==> src/pkg/brake_pkg.sv <==
package brake_pkg;

  // ==========================================================
  // Register indices
  localparam logic [7:0]  IDX_PARAM_COUNT  = 8'h00;
  localparam logic [7:0]  IDX_CLOSE_IDLE   = 8'h01;
  localparam logic [7:0]  IDX_SHUT_IDLE    = 8'h02;
  localparam logic [7:0]  IDX_OPEN_DELAY   = 8'h03;
  localparam logic [7:0]  IDX_START_DELAY  = 8'h04;
  localparam logic [7:0]  IDX_PWM_FREQ     = 8'h05;
  localparam logic [7:0]  IDX_PWM_DUTY     = 8'h06;

  // ==========================================================
  // Reset values
  localparam logic [7:0]  RST_PARAM_COUNT  = 8'h06;
  localparam logic [31:0] RST_CLOSE_IDLE   = 32'h0000_03E8;
  localparam logic [31:0] RST_SHUT_IDLE    = 32'h0000_03E8;
  localparam logic [31:0] RST_OPEN_DELAY   = 32'h0000_03E8;
  localparam logic [31:0] RST_START_DELAY  = 32'h0000_0000;
  localparam logic [31:0] RST_PWM_FREQ     = 32'h0000_0000;
  localparam logic [31:0] RST_PWM_DUTY     = 32'h0000_0000;

  // ==========================================================
  // Accepted ranges
  localparam logic [31:0] PWM_FREQ_MAX     = 32'h0000_07D0;
  localparam logic [31:0] PWM_DUTY_MIN     = 32'h0000_0002;
  localparam logic [31:0] PWM_DUTY_MAX     = 32'h0000_0064;

  // ==========================================================
  // Timing
  localparam int          CLK_HZ           = 25_000_000;
  localparam int          CLK_NS           = 40;
  localparam int          TICK_NS          = 1_000_000;
  localparam int          TICK_CYCLES      = (TICK_NS + CLK_NS - 1) / CLK_NS;
  localparam int          PCT_STEP         = CLK_HZ / 100;
  localparam int          PHASE_W          = 25;

  // ==========================================================
  // Types
  typedef enum logic [2:0] {
    ST_OFF        = 3'h0,
    ST_OPEN_WAIT  = 3'h1,
    ST_START_WAIT = 3'h3,
    ST_OPERATE    = 3'h2,
    ST_CLOSE_WAIT = 3'h6,
    ST_SHUT_WAIT  = 3'h4
  } seq_state_t;

  typedef struct packed {
    logic        wr;
    logic        rd;
    logic [7:0]  index;
    logic [31:0] wdata;
  } reg_req_t;

  typedef struct packed {
    logic        ack;
    logic        err;
    logic [31:0] rdata;
  } reg_rsp_t;

endpackage : brake_pkg

==> src/brake_pwm.sv <==
`timescale 1ns/1ps
module brake_pwm
  import brake_pkg::*;
(
  input  wire logic        clk_sys,
  input  wire logic        resetn,
  input  wire logic        enable,
  input  wire logic [10:0] freq_hz,
  input  wire logic [6:0]  duty_pct,
  output logic             pwm_out
);

  // ==========================================================
  // Phase accumulator
  // Adding the frequency each cycle and wrapping at the clock rate
  // avoids a hardware divider; period jitter is one clock at most.
  localparam logic [PHASE_W-1:0] WRAP = PHASE_W'(CLK_HZ);
  localparam logic [PHASE_W-1:0] STEP = PHASE_W'(PCT_STEP);

  logic [PHASE_W-1:0] phase;
  wire  [PHASE_W-1:0] sum       = phase + PHASE_W'(freq_hz);
  wire  [PHASE_W-1:0] next_phase = (sum >= WRAP) ? sum - WRAP : sum;
  wire  [PHASE_W-1:0] threshold = PHASE_W'(duty_pct * STEP);
  // Zero frequency or zero duty leaves the brake held fully open
  wire                steady    = (freq_hz == 11'h000) ||
                                  (duty_pct == 7'h00);
  wire                next_out  = enable &
                                  (steady | (phase < threshold));

  always_ff @(posedge clk_sys or negedge resetn) begin
    if (!resetn) begin
      phase   <= '0;
      pwm_out <= 1'b0;
    end else begin
      phase   <= enable ? next_phase : '0;
      pwm_out <= next_out;
    end
  end

endmodule : brake_pwm

==> src/holding_brake_sequencer.sv <==
`timescale 1ns/1ps
module holding_brake_sequencer
  import brake_pkg::*;
#(
  parameter int TICK_LEN = TICK_CYCLES
) (
  input  wire logic       clk_sys,
  input  wire logic       resetn,
  input  wire logic       power_request,
  input  wire logic       motor_standstill,
  input  wire reg_req_t   reg_req,
  output reg_rsp_t        reg_rsp,
  output logic            current_on,
  output logic            brake_open,
  output logic            brake_drive,
  output logic            operation_enabled,
  output seq_state_t      seq_state
);

  // ==========================================================
  // Parameter registers
  logic [31:0] close_idle;
  logic [31:0] shut_idle;
  logic [31:0] open_delay;
  logic [31:0] start_delay;
  logic [31:0] pwm_freq;
  logic [31:0] pwm_duty;

  wire hit_close = reg_req.index == IDX_CLOSE_IDLE;
  wire hit_shut  = reg_req.index == IDX_SHUT_IDLE;
  wire hit_open  = reg_req.index == IDX_OPEN_DELAY;
  wire hit_start = reg_req.index == IDX_START_DELAY;
  wire hit_freq  = reg_req.index == IDX_PWM_FREQ;
  wire hit_duty  = reg_req.index == IDX_PWM_DUTY;
  wire hit_count = reg_req.index == IDX_PARAM_COUNT;
  wire hit_any   = hit_close | hit_shut | hit_open | hit_start |
                   hit_freq | hit_duty | hit_count;

  // Out-of-range values are refused and the old setting kept
  wire freq_ok   = reg_req.wdata <= PWM_FREQ_MAX;
  wire duty_ok   = (reg_req.wdata == 32'h0000_0000) ||
                   ((reg_req.wdata >= PWM_DUTY_MIN) &&
                    (reg_req.wdata <= PWM_DUTY_MAX));

  wire wr_close  = reg_req.wr & hit_close;
  wire wr_shut   = reg_req.wr & hit_shut;
  wire wr_open   = reg_req.wr & hit_open;
  wire wr_start  = reg_req.wr & hit_start;
  wire wr_freq   = reg_req.wr & hit_freq & freq_ok;
  wire wr_duty   = reg_req.wr & hit_duty & duty_ok;

  // Writes to the count, unknown indices or bad values answer err
  wire wr_bad    = reg_req.wr & (~hit_any | hit_count |
                   (hit_freq & ~freq_ok) | (hit_duty & ~duty_ok));
  wire rd_bad    = reg_req.rd & ~hit_any;

  // Reads have no side effects, so any defined index may be read back
  wire [31:0] rd_mux =
    hit_count ? {24'h00_0000, RST_PARAM_COUNT} :
    hit_close ? close_idle  :
    hit_shut  ? shut_idle   :
    hit_open  ? open_delay  :
    hit_start ? start_delay :
    hit_freq  ? pwm_freq    :
    hit_duty  ? pwm_duty    : 32'h0000_0000;

  // One short process per setting; the count entry is a constant
  always_ff @(posedge clk_sys or negedge resetn) begin
    if (!resetn)       close_idle <= RST_CLOSE_IDLE;
    else if (wr_close) close_idle <= reg_req.wdata;
  end

  always_ff @(posedge clk_sys or negedge resetn) begin
    if (!resetn)      shut_idle <= RST_SHUT_IDLE;
    else if (wr_shut) shut_idle <= reg_req.wdata;
  end

  always_ff @(posedge clk_sys or negedge resetn) begin
    if (!resetn)      open_delay <= RST_OPEN_DELAY;
    else if (wr_open) open_delay <= reg_req.wdata;
  end

  always_ff @(posedge clk_sys or negedge resetn) begin
    if (!resetn)       start_delay <= RST_START_DELAY;
    else if (wr_start) start_delay <= reg_req.wdata;
  end

  always_ff @(posedge clk_sys or negedge resetn) begin
    if (!resetn)      pwm_freq <= RST_PWM_FREQ;
    else if (wr_freq) pwm_freq <= reg_req.wdata;
  end

  always_ff @(posedge clk_sys or negedge resetn) begin
    if (!resetn)      pwm_duty <= RST_PWM_DUTY;
    else if (wr_duty) pwm_duty <= reg_req.wdata;
  end

  // ==========================================================
  // Register port answer
  always_ff @(posedge clk_sys or negedge resetn) begin
    if (!resetn) begin
      reg_rsp <= '0;
    end else begin
      reg_rsp.ack   <= reg_req.wr | reg_req.rd;
      reg_rsp.err   <= wr_bad | rd_bad;
      reg_rsp.rdata <= reg_req.rd ? rd_mux : 32'h0000_0000;
    end
  end

  // ==========================================================
  // Millisecond tick and interval counter
  logic [31:0] tick_div;
  logic [31:0] ms_left;
  seq_state_t  next_state;

  wire         load      = next_state != seq_state;
  wire         tick      = tick_div == 32'(TICK_LEN - 1);
  wire         time_done = ms_left == 32'h0000_0000;

  // Each phase's interval is chosen by the phase being entered
  wire [31:0] load_ms =
    (next_state == ST_OPEN_WAIT)  ? open_delay  :
    (next_state == ST_START_WAIT) ? start_delay :
    (next_state == ST_CLOSE_WAIT) ? close_idle  :
    (next_state == ST_SHUT_WAIT)  ? shut_idle   : 32'h0000_0000;

  // Divider restarts on load so an interval of N lasts N ms plus one clock
  always_ff @(posedge clk_sys or negedge resetn) begin
    if (!resetn) begin
      tick_div <= 32'h0000_0000;
      ms_left  <= 32'h0000_0000;
    end else if (load) begin
      tick_div <= 32'h0000_0000;
      ms_left  <= load_ms;
    end else begin
      tick_div <= tick ? 32'h0000_0000 : tick_div + 32'h0000_0001;
      // Held at zero once spent, so it cannot wrap in long phases
      if (tick && !time_done) ms_left <= ms_left - 32'h0000_0001;
    end
  end

  // ==========================================================
  // Sequencer
  always_comb begin
    next_state = seq_state;
    case (seq_state)
      ST_OFF: begin
        if (power_request) next_state = ST_OPEN_WAIT;
      end
      ST_OPEN_WAIT: begin
        // Requests are not looked at until both waits have run out
        if (time_done) next_state = ST_START_WAIT;
      end
      ST_START_WAIT: begin
        if (time_done) next_state = ST_OPERATE;
      end
      ST_OPERATE: begin
        if (!power_request && motor_standstill) begin
          next_state = ST_CLOSE_WAIT;
        end
      end
      ST_CLOSE_WAIT: begin
        // Renewed request or motion aborts while the brake is open
        if (power_request || !motor_standstill) begin
          next_state = ST_OPERATE;
        end else if (time_done) begin
          next_state = ST_SHUT_WAIT;
        end
      end
      ST_SHUT_WAIT: begin
        // Current stays on until the brake has surely closed
        if (time_done) next_state = ST_OFF;
      end
      default: next_state = ST_OFF;
    endcase
  end

  // ==========================================================
  // Drive outputs
  // Outputs follow the state being entered, so they change together
  wire next_current = next_state != ST_OFF;
  wire next_brake   = (next_state == ST_START_WAIT) ||
                      (next_state == ST_OPERATE)    ||
                      (next_state == ST_CLOSE_WAIT);
  wire next_oper    = next_state == ST_OPERATE;

  always_ff @(posedge clk_sys or negedge resetn) begin
    if (!resetn) begin
      seq_state         <= ST_OFF;
      current_on        <= 1'b0;
      brake_open        <= 1'b0;
      operation_enabled <= 1'b0;
    end else begin
      seq_state         <= next_state;
      current_on        <= next_current;
      brake_open        <= next_brake;
      operation_enabled <= next_oper;
    end
  end

  // ==========================================================
  // Brake drive
  // PWM runs only while the brake is commanded open
  brake_pwm u_pwm (
    .clk_sys  (clk_sys),
    .resetn   (resetn),
    .enable   (brake_open),
    .freq_hz  (pwm_freq[10:0]),
    .duty_pct (pwm_duty[6:0]),
    .pwm_out  (brake_drive)
  );

endmodule : holding_brake_sequencer

==> config.mk <==
export PLATFORM = sky130hd
export DESIGN_NAME = holding_brake_sequencer
export DESIGN_NICKNAME = d
export VERILOG_FILES = /design/src/pkg/brake_pkg.sv /design/src/brake_pwm.sv /design/src/holding_brake_sequencer.sv
export SDC_FILE = /design/constraint.sdc
export NUM_CORES = 1
export LEC_CHECK = 0
export ABC_AREA = 1
export BUFFER_PORTS_ARGS = -buffer_cell sky130_fd_sc_hd__buf_2
export CORE_AREA = 5 5 229 231
export CTS_CLUSTER_DIAMETER = 50
export CTS_CLUSTER_SIZE = 40
export DETAILED_ROUTE_END_ITERATION = 8
export DIE_AREA = 0 0 234 236
export GPL_ROUTABILITY_DRIVEN = 0
export HOLD_SLACK_MARGIN = 0.05
export SLEW_MARGIN = 20
export SYNTH_ARGS = -nofsm -noshare
export SYNTH_HDL_FRONTEND = slang
export SYNTH_SLANG_ARGS = --single-unit
==> constraint.sdc <==
create_clock -name clk_sys -period 4.5 [get_ports clk_sys]
set_input_delay 0.9 -clock clk_sys [delete_from_list [all_inputs] [get_ports clk_sys]]
set_output_delay 0.9 -clock clk_sys [all_outputs]
set_load 0.05 [all_outputs]
==> results.cfg <==
[synthesis]
synth_area_mm2 = 0.0198
synth-edff-count = 0
syn_inst = 2652
synth.net_count = 2797
netlist.area_leader.share_pct = 38.5
ys_ff_latch = 322
avgSynthCellArea_um2 = 7.46
ys_seq_area_share_pct = 40.8
yosysWarnings = 0
async_flop_share_pct = 100
ys_types = 58
synth.area.top_cells = dfrtp_1 38%, nand2_1 13%, o21ai_0 6.2%, inv_1 5.7%, ha_1 5.4%
dominantRegCellSynth = dfrtp_1
synth_area_leader_cell = dfrtp_1

[cts]
hold_buffers = 0
cts_tree = yes
cts.htree.levels = 2
numCtsBuffers = 40
worstSkewPairLatency_ns = 0.58
clock-sinks = 322
cts_buffer_depth = 3
clk_root_buffer_cell = clkbuf_16
clk_pin_slew_ns = 0.07

[setup_path]
crit_path_start = pwm_duty[4]
cp_max_fo = 5
crit_path_end = u_pwm.pwm_out
rr_endpoint = u_pwm.pwm_out
critical_path_class = reg2reg
crit_path_end_kind = flip-flop
rr_worst_depth = 17
critPathArrivalTime_ns = 4.91
ff2ff_setup_slack_ns = 0.07
cp-start-kind = flip-flop
critPathRequiredTime_ns = 4.98
r2r-start = pwm_duty[4]

[route]
avgViaCountPerCell = 5.33
drtIter0Drc = 1800
antenna_left = 0
vias = 18292
remaining_drc_errors = 0
drtPass1Iterations = 6
routedWlPerCell_um = 18.1
drt-total-wl_mm = 61.9

[finish]
drive_above_1_share_pct = 12.4
layout_commonest_cell = nand2_1
diodes = 0
final_cells = 3429
fin_area_mm2 = 0.0225
layout_common_cells = 690 x nand2_1, 303 x dfrtp_1, 298 x inv_1
area_growth_pct = 13.7
nets = 2872

[run]
drv_cap = 0

[timing]
hold_viol = 0
fmax_mhz = 226
tightestPinTransition_ns = 0.968
rsz0062_at_grt = yes
skew_ns = 0.0368
slew_headroom_pct = 35.2
setup_ws_ns = 0.0709
setup_tns_ns = 0
setup-violations-final = 0
period_minus_slack_ns = 4.43
slew_viol_final = 0
post-route-period-util_pct = 98.4

[power_and_ir_drop]
p_leak_nw = 11.4
cellPowerDensity_mw_per_mm2 = 314
ir_drop_v = 0.000314

[floorplan]
die_w_um = 234
io-pin-count = 87
rows = 82
core_area_mm2 = 0.0499
die_y_um = 236
start_util_pct = 39.7
dieArea_mm2 = 0.0552

[global_routing]
first_global_vias = 17506
grt_overflow = 0
grt_antenna_before_repair = 0
grt_max_degree = 93
grt_use_total_pct = 22.2
grt_pass1_wl_mm = 98.7

[run_status]
status = finished clean

[worst_hold_path]
hp-class = in2async

[place]
post-place-cells = 3353
pre_cts_ws_ns = -0.0144
post-dp-hpwl_mm = 43.3
io_buffers = 86
place_area_mm2 = 0.0210
[power by group]
group,total (mW),internal (mW),switching [mW],leakage [nW]
logic,0.498,0.169,0.330,6.38
registers,3.19,3.05,0.146,4.31
clock network,3.37,1.87,1.50,0.670
[layer usage]
metal	part of all wire [%]	vias to the layer above	GRT usage [%]
met1	46	8689	33.2
met3	8.6	102	4.70
met5	0	-	0
li1	-	8825	-
met4	2.2	0	5.64
met2	43	676	32.8
[cell families (layout without fill, tap and decap cells)]
kind of cell / after synthesis / in the layout / synth area share, %
compound gates: 419 / 419 / 11.5
xor+xnor: 55 / 55 / 2.44
fa+ha+maj: 99 / 99 / 6.76
buf+inv: 424 / 529 / 8.56
flops: 322 / 322 / 40.8
simple gates: 1333 / 1333 / 29.9
[synth_stat cells (4+ instances only)]
| cell | number |
|---|---|
| inv_1 | 301 |
| nand3_2 | 4 |
| buf_2 | 13 |
| a21oi_1 | 69 |
| nor2_2 | 23 |
| xnor2_1 | 15 |
| nand2_2 | 28 |
| clkbuf_1 | 73 |
| nor3_1 | 50 |
| nand3b_1 | 8 |
| o21ai_1 | 41 |
| fa_1 | 13 |
| ha_1 | 86 |
| o22ai_1 | 5 |
| buf_6 | 6 |
| nand2_1 | 695 |
| nor3_2 | 4 |
| nor3b_1 | 4 |
| nor4_1 | 12 |
| o21ai_0 | 246 |
| nand3_1 | 166 |
| dfrtp_1 | 304 |
| a31oi_1 | 9 |
| o211ai_1 | 16 |
| dfstp_2 | 18 |
| xor2_1 | 40 |
| nor2_1 | 225 |
| inv_2 | 20 |
| buf_4 | 8 |
| a221oi_1 | 13 |
| nand4_1 | 95 |
| nor2_4 | 4 |
[stage by stage]
stage	hold slack [ns]	util, %	power (mW)
global route	0.384	45.1	7.34
detailed placement	0.447	42.1	3.74
CTS	0.351	44.9	7.12
finish	0.315	45.1	7.07
floorplan	0.425	-	3.52
global placement	0.443	42.1	3.72
[critical path: stages, from the launching register on]
cell       delay (ns)
dfrtp_2          0.45
fa_1             0.61
fa_1             0.45
fa_1             0.57
ha_4             0.22
ha_4             0.28
nand2_1          0.10
nor2_2           0.14
nand3_1          0.11
o2111ai_2        0.11
a21oi_2          0.08
o21bai_1         0.17
xor2_1           0.19
ha_1             0.28
buf_4            0.14
a211oi_1         0.18
o21ai_1          0.09
a21oi_1          0.17
[timing repair]
item | 4_1_cts | 5_1_grt
pin swaps | 5 | 18
resized for setup | 1 | 18
endpoints found under the setup margin | 1 | 1
setup buffers | 0 | 4
[flip-flops by register name, summed over array words and instances, names as in the netlist, 3 cells and up]
| register | flops |
|---|---|
| shut_idle | 32 |
| seq_state | 3 |
| u_pwm.phase | 25 |
| ms_left | 32 |
| tick_div | 32 |
| pwm_duty | 32 |
| start_delay | 32 |
| reg_rsp | 34 |
| open_delay | 32 |
| close_idle | 32 |
| pwm_freq | 32 |
[final cells by class]
cell class | instances | area [µm²]
Timing Repair Buffer | 135 | 837
Inverter | 322 | 1210
Fill cell | 5041 | 27400
Multi-Input combinational cell | 1906 | 10100
Sequential cell | 322 | 8080
Clock buffer | 46 | 1080
Clock inverter | 26 | 317
Tap cell | 672 | 841
[worst min path at each step]
stage	slack [ns]	start	end
after floorplan	0.43	tick_div[0]	tick_div[0]
after global placement	0.44	pwm_freq[13]	pwm_freq[13]
after detailed placement	0.45	pwm_freq[13]	pwm_freq[13]
after CTS	0.35	resetn	pwm_freq[25]
after global routing	0.38	resetn	pwm_freq[14]
final	0.32	resetn	pwm_freq[14]
Note: power is estimated with default switching activity, not from simulation.
